`src/piqs_pkg.sv`:
```
package piqs_pkg;
   // register word width
   localparam int unsigned PIQS_W = 16;
   // identification field positions
   localparam int unsigned PIQS_REV_LSB = 0;
   localparam int unsigned PIQS_MODEL_LSB = 4;
   localparam int unsigned PIQS_OUI_LSB = 10;
   localparam int unsigned PIQS_OUI_W = 22;
   localparam int unsigned PIQS_OUI_TOP_W = 6;
   // quick-status field positions
   localparam int unsigned PIQS_HI_LSB = 0;
   localparam int unsigned PIQS_LO_LSB = 3;
   localparam int unsigned PIQS_DUPLEX_BIT = 8;
   localparam int unsigned PIQS_SPEED_BIT = 9;
   localparam int unsigned PIQS_PAUSE_BIT = 10;
   localparam int unsigned PIQS_LINK_BIT = 11;
   localparam int unsigned PIQS_JAB_BIT = 12;
   localparam int unsigned PIQS_RFLT_BIT = 13;
   localparam int unsigned PIQS_FCAR_BIT = 14;
   localparam int unsigned PIQS_RXER_BIT = 15;
   // auto-negotiation state codes in ascending priority
   localparam logic [2:0] PIQS_AN_ENABLED = 3'h0;
   localparam logic [2:0] PIQS_AN_ABILITY = 3'h1;
   localparam logic [2:0] PIQS_AN_LINK_CHECK = 3'h2;
   localparam logic [2:0] PIQS_AN_ACK_DETECT = 3'h3;
   localparam logic [2:0] PIQS_AN_COMPLETE_ACK = 3'h4;
   localparam logic [2:0] PIQS_AN_FLP_CHECK = 3'h5;
   localparam logic [2:0] PIQS_AN_NP_WAIT = 3'h6;
   localparam logic [2:0] PIQS_AN_FLP_GOOD = 3'h7;
   // reset values
   localparam logic [PIQS_W-1:0] PIQS_ZERO = 16'h0000;
   localparam logic [2:0] PIQS_HI_RST = 3'h0;
   localparam logic [2:0] PIQS_LO_RST = 3'h7;
   // read selects
   typedef enum logic [1:0] {
      PIQS_SEL_ID1,
      PIQS_SEL_ID2,
      PIQS_SEL_QS,
      PIQS_SEL_NONE
   } piqs_sel_e;
endpackage : piqs_pkg

```
`src/piqs_hist_if.sv`:
```
`timescale 1ns/1ps
// state history tracker carrier
interface piqs_hist_if;
   logic [2:0] cur_state; // current an state
   logic restart; // read restarts history
   logic [2:0] hi_state; // highest since read
   logic [2:0] lo_state; // lowest since read
   modport tracker (input cur_state, input restart, output hi_state, output lo_state);
   modport user (output cur_state, output restart, input hi_state, input lo_state);
endinterface : piqs_hist_if

```
`src/piqs_hist.sv`:
```
`timescale 1ns/1ps
module piqs_hist
   import piqs_pkg::*;
(
   // clock and reset
   input wire logic i_clk,
   input wire logic i_sys_rst,
   // carrier
   piqs_hist_if.tracker hist
);
   logic [2:0] hi_q; // highest seen
   logic [2:0] hi_d;
   logic [2:0] lo_q; // lowest seen
   logic [2:0] lo_d;

   // track extremes; codes compare directly since priority is ascending
   always_comb begin
      hi_d = hi_q;
      lo_d = lo_q;
      if (hist.restart) begin
         // restart from the current state only
         hi_d = hist.cur_state;
         lo_d = hist.cur_state;
      end else begin
         if (hist.cur_state > hi_q) begin
            hi_d = hist.cur_state;
         end
         if (hist.cur_state < lo_q) begin
            lo_d = hist.cur_state;
         end
      end
   end

   // register the extremes
   always_ff @(posedge i_clk or posedge i_sys_rst) begin
      if (i_sys_rst) begin
         hi_q <= PIQS_HI_RST;
         lo_q <= PIQS_LO_RST;
      end else begin
         hi_q <= hi_d;
         lo_q <= lo_d;
      end
   end

   assign hist.hi_state = hi_q;
   assign hist.lo_state = lo_q;
endmodule : piqs_hist

```
`src/piqs_top.sv`:
```
`timescale 1ns/1ps
module piqs_top
   import piqs_pkg::*;
#(
   // arbitrary neutral identity values
   parameter logic [PIQS_OUI_W-1:0] P_OUI = 22'h000000,
   parameter logic [5:0] P_MODEL = 6'h00,
   parameter logic [3:0] P_REV = 4'h0
) (
   // clock and reset
   input wire logic i_clk,
   input wire logic i_sys_rst,
   // management register access, same clock domain
   input wire logic i_rd_id1,
   input wire logic i_rd_id2,
   input wire logic i_rd_qs,
   input wire logic i_wr_qs,
   input wire logic [PIQS_W-1:0] i_wr_data,
   // phy status pins, asynchronous
   input wire logic [2:0] i_an_state,
   input wire logic i_full_duplex,
   input wire logic i_speed_100,
   input wire logic i_pause_ok,
   input wire logic i_link_ok,
   input wire logic i_unlock_jabber,
   input wire logic i_remote_fault,
   input wire logic i_false_carrier,
   input wire logic i_rx_error,
   // read data
   output logic [PIQS_W-1:0] o_rd_data,
   output logic o_rd_valid
);
   localparam int unsigned NSYNC = 11; // synchronised pin count

   logic [NSYNC-1:0] s1_q; // first stage, read only by s2
   logic [NSYNC-1:0] s2_q; // second stage
   logic [NSYNC-1:0] s1_d; // pins as sampled
   logic [NSYNC-1:0] s2_d; // first stage forwarded
   logic [2:0] an_s; // synced state
   logic fdx_s; // synced full duplex
   logic spd_s; // synced 100 Mbps
   logic pau_s; // synced pause agreement
   logic lnk_s; // synced link level
   logic jab_s; // synced unlock or jabber event
   logic rf_s; // synced remote fault event
   logic fc_s; // synced false carrier event
   logic rxe_s; // synced receive error event
   logic link_q; // latching-low link
   logic link_d;
   logic jab_q; // sticky unlock or jabber
   logic jab_d;
   logic rf_q; // sticky remote fault
   logic rf_d;
   logic fc_q; // sticky false carrier
   logic fc_d;
   logic rxe_q; // sticky receive error
   logic rxe_d;
   logic [PIQS_W-1:0] data_q; // read data register
   logic [PIQS_W-1:0] data_d;
   logic vld_q; // answer strobe
   logic vld_d;
   logic [PIQS_W-1:0] id1_w; // id word one image
   logic [PIQS_W-1:0] id2_w; // id word two image
   logic [PIQS_W-1:0] qs_w; // quick-status image
   piqs_sel_e sel; // decoded read
   logic wr_ignored; // writes to quick status have no effect

   piqs_hist_if hist_c ();

   // two-flop synchroniser for every phy status pin; the status pins come from the
   // line side, so a level may change close to our edge
   always_comb begin
      // packing order must match the unpack below
      s1_d = {i_rx_error, i_false_carrier, i_remote_fault, i_unlock_jabber, i_link_ok,
              i_pause_ok, i_speed_100, i_full_duplex, i_an_state};
      // second stage only ever sees the first
      s2_d = s1_q;
   end

   // both stages clear on reset, so the link reads failed until pins arrive
   always_ff @(posedge i_clk or posedge i_sys_rst) begin
      if (i_sys_rst) begin
         s1_q <= '0;
         s2_q <= '0;
      end else begin
         s1_q <= s1_d;
         s2_q <= s2_d;
      end
   end

   // unpack synced pins; order mirrors the packing above
   // events stay as levels, the sticky logic below does the latching
   assign {rxe_s, fc_s, rf_s, jab_s, lnk_s, pau_s, spd_s, fdx_s, an_s} = s2_q;

   // history tracker, restarted by each quick-status read
   // the restart follows the strobe even when an id read wins the decode
   assign hist_c.cur_state = an_s;
   assign hist_c.restart = i_rd_qs;

   piqs_hist u_hist (
      .i_clk(i_clk),
      .i_sys_rst(i_sys_rst),
      .hist(hist_c)
   );

   // identification words, constant
   // identity values are parameters, so the words fold to constants
   assign id1_w = P_OUI[PIQS_OUI_W-1:PIQS_OUI_TOP_W];
   assign id2_w = {P_OUI[PIQS_OUI_TOP_W-1:0], P_MODEL, P_REV};

   // quick-status image; bits six and seven fixed zero
   // hi and lo come from the tracker, flags from the sticky registers
   always_comb begin
      qs_w = PIQS_ZERO;
      qs_w[PIQS_HI_LSB +: 3] = hist_c.hi_state;
      qs_w[PIQS_LO_LSB +: 3] = hist_c.lo_state;
      qs_w[PIQS_DUPLEX_BIT] = fdx_s;
      qs_w[PIQS_SPEED_BIT] = spd_s;
      qs_w[PIQS_PAUSE_BIT] = pau_s;
      qs_w[PIQS_LINK_BIT] = link_q;
      qs_w[PIQS_JAB_BIT] = jab_q;
      qs_w[PIQS_RFLT_BIT] = rf_q;
      qs_w[PIQS_FCAR_BIT] = fc_q;
      qs_w[PIQS_RXER_BIT] = rxe_q;
   end

   // read decode, one select at a time, id1 first
   always_comb begin
      if (i_rd_id1) begin
         // id1 wins if the host strobes two at once
         sel = PIQS_SEL_ID1;
      end else if (i_rd_id2) begin
         sel = PIQS_SEL_ID2;
      end else if (i_rd_qs) begin
         // status only when no id read is asked for
         sel = PIQS_SEL_QS;
      end else begin
         // idle cycle, no answer
         sel = PIQS_SEL_NONE;
      end
   end

   // write data is deliberately dropped: the word is read only
   // nothing below reads this, it only marks where writes end up
   assign wr_ignored = i_wr_qs & (|i_wr_data);

   // flag next values; a new event wins over the read clear
   always_comb begin
      // link reloads current level on read, else latches low
      link_d = i_rd_qs ? lnk_s : (link_q & lnk_s);
      // sticky flags: set beats clear in the read cycle
      jab_d = jab_s | (jab_q & ~i_rd_qs);
      rf_d = rf_s | (rf_q & ~i_rd_qs);
      fc_d = fc_s | (fc_q & ~i_rd_qs);
      // receive error only counts at 100 Mbps; at 10 Mbps the pin is noise
      rxe_d = (rxe_s & spd_s) | (rxe_q & ~i_rd_qs);
   end

   // read answer next values
   always_comb begin
      // one answer strobe per request cycle
      vld_d = (sel != PIQS_SEL_NONE);
      unique case (sel)
         // identification words never change
         PIQS_SEL_ID1: data_d = id1_w;
         PIQS_SEL_ID2: data_d = id2_w;
         // snapshot taken before the read clear lands
         PIQS_SEL_QS: data_d = qs_w;
         // hold last word so a slow host can still pick it up
         PIQS_SEL_NONE: data_d = data_q;
      endcase
   end

   // flag registers; writes never reach them
   always_ff @(posedge i_clk or posedge i_sys_rst) begin
      if (i_sys_rst) begin
         // link starts failed, so the first read shows low
         link_q <= 1'b0;
         jab_q <= 1'b0;
         rf_q <= 1'b0;
         fc_q <= 1'b0;
         rxe_q <= 1'b0;
      end else begin
         link_q <= link_d;
         jab_q <= jab_d;
         rf_q <= rf_d;
         fc_q <= fc_d;
         rxe_q <= rxe_d;
      end
   end

   // read data registers; outputs come straight from these
   always_ff @(posedge i_clk or posedge i_sys_rst) begin
      if (i_sys_rst) begin
         data_q <= PIQS_ZERO;
         vld_q <= 1'b0;
      end else begin
         data_q <= data_d;
         vld_q <= vld_d;
      end
   end

   // registered outputs
   assign o_rd_data = data_q;
   assign o_rd_valid = vld_q;
endmodule : piqs_top

```
`config.mk`:
```
export PLATFORM = sky130hd
export DESIGN_NAME = piqs_top
export DESIGN_NICKNAME = d
export VERILOG_FILES = /design/src/piqs_pkg.sv /design/src/piqs_hist_if.sv /design/src/piqs_hist.sv /design/src/piqs_top.sv
export SDC_FILE = /design/constraint.sdc
export NUM_CORES = 1
export LEC_CHECK = 0
export ABC_AREA = 1
export BUFFER_PORTS_ARGS = -buffer_cell sky130_fd_sc_hd__buf_2
export CORE_MARGIN = 5
export CORE_UTILIZATION = 45
export CTS_CLUSTER_DIAMETER = 80
export DETAILED_ROUTE_END_ITERATION = 7
export PLACE_DENSITY_LB_ADDON = 0.3
export SKIP_CTS_REPAIR_TIMING = 1
export SLEW_MARGIN = 15
export SYNTH_ARGS = -nofsm -noshare
export SYNTH_HDL_FRONTEND = slang
export SYNTH_SLANG_ARGS = --single-unit
```
`constraint.sdc`:
```
create_clock -name i_clk -period 1.3 [get_ports i_clk]
set_input_delay 0.065 -clock i_clk [delete_from_list [all_inputs] [get_ports i_clk]]
set_output_delay 0.065 -clock i_clk [all_outputs]
set_load 0.02 [all_outputs]
```
==> results of run 1 <==
==> cells in the mapped netlist <==
cell type,instances,share of area [%]
conb_1,1,0.22
o21ai_0,1,0.29
nand3_2,1,0.58
a21oi_1,2,0.58
dfstp_2,3,4.6
o21bai_1,3,1.3
o21a_1,1,0.43
dfrtp_1,45,65
inv_1,11,2.4
nand2_2,4,1.4
nand3_1,28,8.1
buf_6,2,1.3
o21ai_1,8,2.3
nor2_4,1,0.65
inv_2,1,0.22
buf_4,4,1.7
ha_1,5,3.6
nand2_1,23,5.0
buf_2,1,0.29
==> routing by layer <==
layer / up-vias / global-route usage (%)
li1: 565 / -
met1: 561 / 14.8
met2: 26 / 21.6
met3: 4 / 4.57
met4: 0 / 5.64
met5: - / 0
==> worst max path at each step <==
stage	start	to	slack (ns)	cells after the start
floorplan	u_hist.hist.lo_state[2]$_DFFE_PP1P_	u_hist.hist.lo_state[1]$_DFFE_PP1P_	0.003	7
global placement	s2_q[2]$_DFF_PP0_	u_hist.hist.hi_state[0]$_DFFE_PP0P_	-0.06	7
detailed placement	s2_q[2]$_DFF_PP0_	u_hist.hist.hi_state[2]$_DFFE_PP0P_	-0.13	7
CTS	s2_q[2]$_DFF_PP0_	u_hist.hist.hi_state[2]$_DFFE_PP0P_	-0.15	7
global route	u_hist.hist.lo_state[2]$_DFFE_PP1P_	u_hist.hist.lo_state[2]$_DFFE_PP1P_	-0.09	7
finish	u_hist.hist.lo_state[2]$_DFFE_PP1P_	u_hist.hist.lo_state[2]$_DFFE_PP1P_	-0.03	7
==> registers in the layout (all words and copies together) (netlist names) <==
signal / count
fc_q: 1
jab_q: 1
link_q: 1
o_rd_data: 14
o_rd_valid: 1
rf_q: 1
rxe_q: 1
s1_q: 11
s2_q: 11
u_hist.hist.hi_state: 3
u_hist.hist.lo_state: 3
==> through the flow <==
stage / setup WS, ns / power (µW) / hold slack (ns) / instance area [µm²] / std cells
after floorplan: 0.00266 / 1970 / 0.0964 / 1740 / 146
after global placement: -0.0633 / 2050 / 0.0848 / 1920 / 219
after detailed placement: -0.134 / 2080 / 0.0914 / 1920 / 219
after CTS: -0.150 / 2970 / -0.233 / 2010 / 227
after global routing: -0.0893 / 3280 / 0.0861 / 2260 / 244
final: -0.0265 / 3110 / 0.0842 / 2260 / 244
==> worst min-delay path, delay by kind of cell <==
kind	cells	cell delay, ns
buffers and inverters	1	0.10
and+or+nand+nor	3	0.19
==> layout make-up <==
cell class | instances | area, µm²
flip-flops and latches | 48 | 1210
inverters | 12 | 45.0
well taps | 48 | 60.1
repair buffers | 49 | 339
clock buffers | 7 | 86.3
fillers | 340 | 1420
multi-input cells | 79 | 520
clock inverters | 1 | 7.51
==> logic make-up after synthesis <==
kind of cell	count (synthesis)	share of synthesized area (%)
adders and majority gates	5	3.61
buffers and inverters	19	5.92
DFF	48	69.6
and+or+nand+nor	57	15.8
other	1	0.217
AOI/OAI and AO/OA	15	4.91
==> power by group through the flow <==
stage          Clock (µW)  Sequential (µW)  Combinational, µW
2_1_floorplan           0             1700                263
3_3_place_gp            0             1690                361
3_5_place_dp            0             1690                386
4_1_cts               917             1660                388
5_1_grt               987             1680                611
6_report              890             1670                551
==> qor.yml, run 1 <==
status: "finished with violations"
violations: "setup timing"
worstSetupPathType: "flop to flop"
start_kind: "flop"
min_path_type: "primary input to flop"
nets: 233
whs_path_depth: 4
grtUsageTotal_pct: 12.9
drv_cap: 0
antennaDiodeCount: 0
antenna_left: 0
yosys_warnings: 0
netlist_area_um2: 1730
drt_iter0_markers: 23
grt-ovfl-total: 0
r2r_end: "u_hist.hist.lo_state[2]$_DFFE_PP1P_"
worstRegToRegCells: 7
pwr-share-clk_pct: 28.6
slowest_delay_ns: 0.55
numCtsBuffers: 5
crit_chain: "inv_2 > ha_4 > nand3_4 > nand2_4 > nand2_4 > nand2_2 > nand2_1"
finalCritPeriodShare_pct: 102
swShare_pct: 26.6
combPwrFrac_pct: 17.7
h-tree-depth: 2
end_kind: "flop"
wl_per_cell_um: 13.3
max_freq_mhz: 754
power_density_nw_per_um2: 1370
vias: 1156
dp_hpwl_um: 2110
path_delay_family: "flip-flops"
gp_congestion: 0.760
core-area_um2: 3690
routed-wl-met3_um: 169
synth_cells: 145
synth.distinct_cells: 19
antenna_found_initial: 0
seq_area_frac_synth_pct: 69.6
grt_first_pass_wirelength_um: 5080
syn_to_final_growth_pct: 30.8
die_area_um2: 5190
wl_met1_um: 1340
cp_num_buf_inv: 1
route.detailed.drc: 0
port_buffers: 30
arrival_ns: 1.56
grt_pass1_vias: 1176
drive_gt1_share_pct: 34.7
rsz0062_at_grt: "true"
hold_end: "o_rd_data[9]$_DFFE_PP0P_"
wirelength_um: 3250
cts_root_buf: "clkbuf_8"
fin_ws_ns: -0.0265
crit_slowest_cell: "dfstp_2"
mostFrequentLayoutCells: "dfrtp_1, buf_2, nand3_1, nand2_1, dlygate4sd3_1"
period_needed_ns: 1.33
setup_viol: 3
critPathRequiredTime_ns: 1.53
rrSetupSlack_ns: -0.03
cts_buffer_depth: 2
final_common_cell: "dfrtp_1"
final_core_util_pct: 61.4
clk_latency_ns: 0.29
hold_start: "i_rd_id1"
ioPinCount: 50
die_y_um: 72.0
fin_worst_skew_ns: 0.00519
wl_met2_um: 1700
start_util_pct: 46.9
dieWidth_um: 72.0
critPathMostFrequentCell: "nand2_4"
pwr-share-seq_pct: 53.6
cts_tree: "yes"
grt_max_degree: 30
hold_violations: 0
dr.pass1.iters: 4
ir_drop_uv: 825
power_switching_uw: 825
p_int_uw: 2280
p_leak_uw: 0.00113
setup_tns_ns: -0.0401
rr_startpoint: "u_hist.hist.lo_state[2]$_DFFE_PP1P_"
top_layer: "met4"
clkTransAtPathRegs_ns: 0.08
finalMaxSlewViolations: 0
avgViaCountPerCell: 4.74
rows: 22
synth.avg_cell_area_um2: 11.9
crit_fanout: 4
clock-sinks: 48
synth-seq-cells: 48
Note: power is estimated with default switching activity, not from simulation.
==> run 2: changes to the inputs <==
BUFFER_PORTS_ARGS = -buffer_cell sky130_fd_sc_hd__buf_4   (was -buffer_cell sky130_fd_sc_hd__buf_2)
clock period = 1.1 ns   (was 1.3 ns; I/O delays follow)
==> qor.yml, run 2 (synthesis results as in run 1) <==
status: "finished with violations"
violations: "setup timing"
fin_ws_ns: -0.224
ir_drop_uv: 1280
grt_use_met3_pct: 5.54
crit_fanout: 4
dp_hpwl_um: 2190
syn_to_final_growth_pct: 36.1
path_delay_family: "flip-flops"
n_fill_cell: 293
hold_start: "i_rd_id1"
grt_pass1_vias: 1141
mostFrequentLayoutCells: "dfrtp_1, buf_4, nand3_1, nand2_1, dlygate4sd3_1"
hold_end: "o_rd_data[11]$_DFFE_PP0P_"
port_buffers: 30
antenna_left: 0
finalMaxSlewViolations: 0
start_util_pct: 46.9
dp.cells: 224
clock-sinks: 48
avgViaCountPerCell: 4.82
setup_viol: 6
cts_root_buf: "clkbuf_8"
worstRegToRegCells: 7
clkTransAtPathRegs_ns: 0.09
rr_startpoint: "u_hist.hist.lo_state[2]$_DFFE_PP1P_"
cp_num_buf_inv: 1
slowest_delay_ns: 0.55
rows: 22
drv_cap: 0
critPathRequiredTime_ns: 1.35
crit_chain: "inv_2 > ha_4 > a21oi_4 > nand2_4 > nand2_2 > nand2_1 > nand2_1"
antenna_found_initial: 0
dieWidth_um: 72.0
critPathMostFrequentCell: "nand2_1"
drive_gt1_share_pct: 34.0
hold_violations: 0
rrSetupSlack_ns: -0.22
grt-busiest-layer: "met2"
period_needed_ns: 1.32
worstSetupPathType: "flop to flop"
gp_congestion: 0.785
min_path_type: "primary input to flop"
seqCellArea_um2: 1210
rsz0062_at_grt: "true"
whs_path_depth: 4
cts_tree: "yes"
final_common_cell: "dfrtp_1"
antennaDiodeCount: 0
power_density_nw_per_um2: 1730
fin_worst_skew_ns: 0.0127
route.detailed.drc: 0
grt-ovfl-total: 0
largest_reg_flops: 14
h-tree-depth: 2
wirelength_um: 3230
die_area_um2: 5190
numCtsBuffers: 5
core-area_um2: 3690
power_uw: 4070
grt_first_pass_wirelength_um: 5220
instances_no_fill: 245
grtUsageTotal_pct: 13.5
clk_latency_ns: 0.30
drt_iter0_markers: 34
nets: 235
arrival_ns: 1.57
dr.pass1.iters: 4
final_core_util_pct: 63.9
cts_buffer_depth: 2
r2r_end: "u_hist.hist.lo_state[1]$_DFFE_PP1P_"
use_met1_pct: 16.4
p_leak_uw: 0.00116
crit_slowest_cell: "dfstp_2"
ioPinCount: 50
grt_max_degree: 33
start_kind: "flop"
die_y_um: 72.0
wl_per_cell_um: 13.2
critical_path_depth: 7
max_freq_mhz: 755
met2_usage_pct: 20.6
vias: 1182
finalCritPeriodShare_pct: 120
end_kind: "flop"
multi_input_area_um2: 488
==> run 2: through the flow <==
step / hold WS, ns / cell area (µm²) / setup WS [ns] / setup TNS [ns]
after floorplan: 0.0835 / 1780 / -0.0969 / -0.492
after global placement: 0.0720 / 2070 / -0.173 / -0.840
after detailed placement: 0.0826 / 2070 / -0.203 / -1.14
after CTS: -0.245 / 2200 / -0.225 / -1.23
after global routing: 0.0385 / 2360 / -0.283 / -1.64
final: 0.0510 / 2360 / -0.224 / -1.27
==> run 2: how the worst max path moves through the flow <==
stage / startpoint / end
final: u_hist.hist.lo_state[2]$_DFFE_PP1P_ / u_hist.hist.lo_state[1]$_DFFE_PP1P_
after global routing: u_hist.hist.lo_state[2]$_DFFE_PP1P_ / u_hist.hist.lo_state[1]$_DFFE_PP1P_
after CTS: u_hist.hist.lo_state[1]$_DFFE_PP1P_ / u_hist.hist.lo_state[1]$_DFFE_PP1P_
after detailed placement: u_hist.hist.lo_state[1]$_DFFE_PP1P_ / u_hist.hist.lo_state[1]$_DFFE_PP1P_
after global placement: u_hist.hist.lo_state[1]$_DFFE_PP1P_ / u_hist.hist.lo_state[2]$_DFFE_PP1P_
after floorplan: u_hist.hist.lo_state[2]$_DFFE_PP1P_ / u_hist.hist.lo_state[2]$_DFFE_PP1P_
==> run 2: tightest hold or removal path, delay by kind of cell <==
family,cells,cell delay (ns)
and+or+nand+nor,3,0.16
buffers and inverters,1,0.09
==> run 2: layout make-up <==
class,count,share of cell area (%)
clock buffer,5,2.92
clock inverter,2,2.55
inverter,12,2.07
multi-input combinational,79,20.7
sequential,48,51.2
tap,48,2.55
timing repair buffer,51,18.0
==> run 2: layer usage <==
layer  share of wire, %  vias to the layer above
li1                   -                      567
met1                 41                      569
met2                 50                       40
met3                7.1                        6
met4                1.8                        0
met5                  0                        -
==> run 2: power breakdown <==
part / total, µW / switching [µW] / internal [µW]
Sequential: 1960 / 61.9 / 1900
Combinational: 671 / 360 / 311
Clock: 1440 / 542 / 894
==> run 3: changes to the inputs <==
CORE_UTILIZATION = 48   (was 45)
CTS_BUF_LIST = sky130_fd_sc_hd__clkbuf_8   (was default)
==> qor.yml, run 3 (synthesis results as in run 1) <==
status: "finished with violations"
violations: "setup timing"
dp_hpwl_um: 2390
grt_max_degree: 25
mostFrequentLayoutCells: "dfrtp_1, buf_4, nand3_1, nand2_1, dlygate4sd3_1"
drive_gt1_share_pct: 35.0
setup_viol: 6
rrSetupSlack_ns: -0.23
end_kind: "flop"
clock-sinks: 48
cts_tree: "yes"
cp_num_buf_inv: 0
rows: 21
avgViaCountPerCell: 4.89
syn_to_final_growth_pct: 35.6
clk_latency_ns: 0.31
crit_slowest_cell: "dfrtp_2"
dr.pass1.iters: 4
clkTransAtPathRegs_ns: 0.09
wirelength_um: 3390
setup_tns_ns: -1.18
wl_per_cell_um: 13.8
finalCritPeriodShare_pct: 121
antenna_found_initial: 0
hold_violations: 0
start_kind: "flop"
fin_ws_ns: -0.231
hold_start: "i_rd_id1"
worstSetupPathType: "flop to flop"
final_cell_area_um2: 2350
path_delay_family: "flip-flops"
critPathMostFrequentCell: "nand2_1"
dieWidth_um: 70.1
drv_cap: 0
crit_fanout: 4
h-tree-depth: 2
ir_drop_uv: 1010
hold_end: "o_rd_data[11]$_DFFE_PP0P_"
p_leak_uw: 0.00117
grt_pass1_vias: 1168
port_buffers: 30
power_uw: 3860
ioPinCount: 50
start_util_pct: 50.7
r2r_end: "u_hist.hist.hi_state[0]$_DFFE_PP0P_"
cts_root_buf: "clkbuf_8"
power_density_nw_per_um2: 1650
placed_area_um2: 2110
critPathRequiredTime_ns: 1.30
cts_buffer_depth: 2
largest_reg_flops: 14
drt_iter0_markers: 87
antennaDiodeCount: 0
core-area_um2: 3420
fin_worst_skew_ns: 0.0109
grt-ovfl-total: 0
crit_chain: "ha_4 > a21oi_2 > nand2_1 > nand2_2 > nand2_2 > nand2_1 > nand2_1"
nets: 237
antenna_left: 0
final_common_cell: "dfrtp_1"
grtUsageTotal_pct: 14.4
min_path_type: "primary input to flop"
finalMaxSlewViolations: 0
gp_congestion: 0.802
n_fill_cell: 256
route.detailed.drc: 0
whs_path_depth: 4
max_freq_mhz: 751
rr_startpoint: "s2_q[2]$_DFF_PP0_"
vias: 1204
period_needed_ns: 1.33
grt_first_pass_wirelength_um: 5380
numCtsBuffers: 5
die_y_um: 70.1
rsz0062_at_grt: "true"
worstRegToRegCells: 7
slowest_delay_ns: 0.46
die_area_um2: 4910
arrival_ns: 1.53
[run 3: how the worst max path moves through the flow]
stage                                              startpoint  cells past startpoint                                  end  slack (ns)
after CTS                 u_hist.hist.hi_state[1]$_DFFE_PP0P_                      8  u_hist.hist.hi_state[0]$_DFFE_PP0P_       -0.21
after detailed placement                    s2_q[1]$_DFF_PP0_                      7  u_hist.hist.hi_state[0]$_DFFE_PP0P_       -0.19
after global placement    u_hist.hist.lo_state[1]$_DFFE_PP1P_                      7  u_hist.hist.lo_state[0]$_DFFE_PP1P_       -0.14
final                                       s2_q[2]$_DFF_PP0_                      7  u_hist.hist.hi_state[0]$_DFFE_PP0P_       -0.23
after floorplan           u_hist.hist.lo_state[2]$_DFFE_PP1P_                      7  u_hist.hist.lo_state[2]$_DFFE_PP1P_        -0.1
after global routing      u_hist.hist.hi_state[2]$_DFFE_PP0P_                      8  u_hist.hist.hi_state[0]$_DFFE_PP0P_       -0.28
[run 3: per-stage QoR]
stage / hold WS (ns) / setup slack [ns] / std cells / utilization (%)
2_1_floorplan: 0.0835 / -0.0969 / 146 / -
3_3_place_gp: 0.109 / -0.142 / 226 / 61.7
3_5_place_dp: 0.113 / -0.190 / 226 / 61.7
4_1_cts: -0.216 / -0.214 / 234 / 64.9
5_1_grt: 0.0497 / -0.277 / 246 / 68.8
6_report: 0.0501 / -0.231 / 246 / 68.8
[run 3: final cells by class]
class                   count  area (µm²)  share of cell area (%)
clock inverters             3        38.8                    1.65
clock buffers               5        68.8                    2.93
well taps                  46        57.6                    2.45
inverters                  12        48.8                    2.08
repair buffers             53         453                    19.3
multi-input cells          79         475                    20.2
flip-flops and latches     48        1210                    51.4
[run 3: per-layer routing]
| layer | track usage, % | share of wire [%] | vias up | wire [µm] |
|---|---|---|---|---|
| li1 | - | - | 574 | - |
| met5 | 0 | 0 | - | 0 |
| met1 | 16.7 | 39 | 572 | 1330 |
| met2 | 22.9 | 51 | 43 | 1710 |
| met3 | 5.74 | 7.3 | 15 | 248 |
| met4 | 7.66 | 2.7 | 0 | 90 |
[run 3: power by group]
part	total (µW)	switching, µW	leakage [µW]	internal [µW]
registers	1980	73.7	0.000581	1900
logic	665	351	0.000528	314
clock network	1220	557	0.0000593	665
[run 3: worst reg2reg max path, delay by kind of cell, from the launching register on]
| family | cells | cell delay, ns |
|---|---|---|
| DFF | 1 | 0.46 |
| AOI/OAI and AO/OA | 1 | 0.12 |
| adders and majority gates | 1 | 0.24 |
| and+or+nand+nor | 5 | 0.42 |
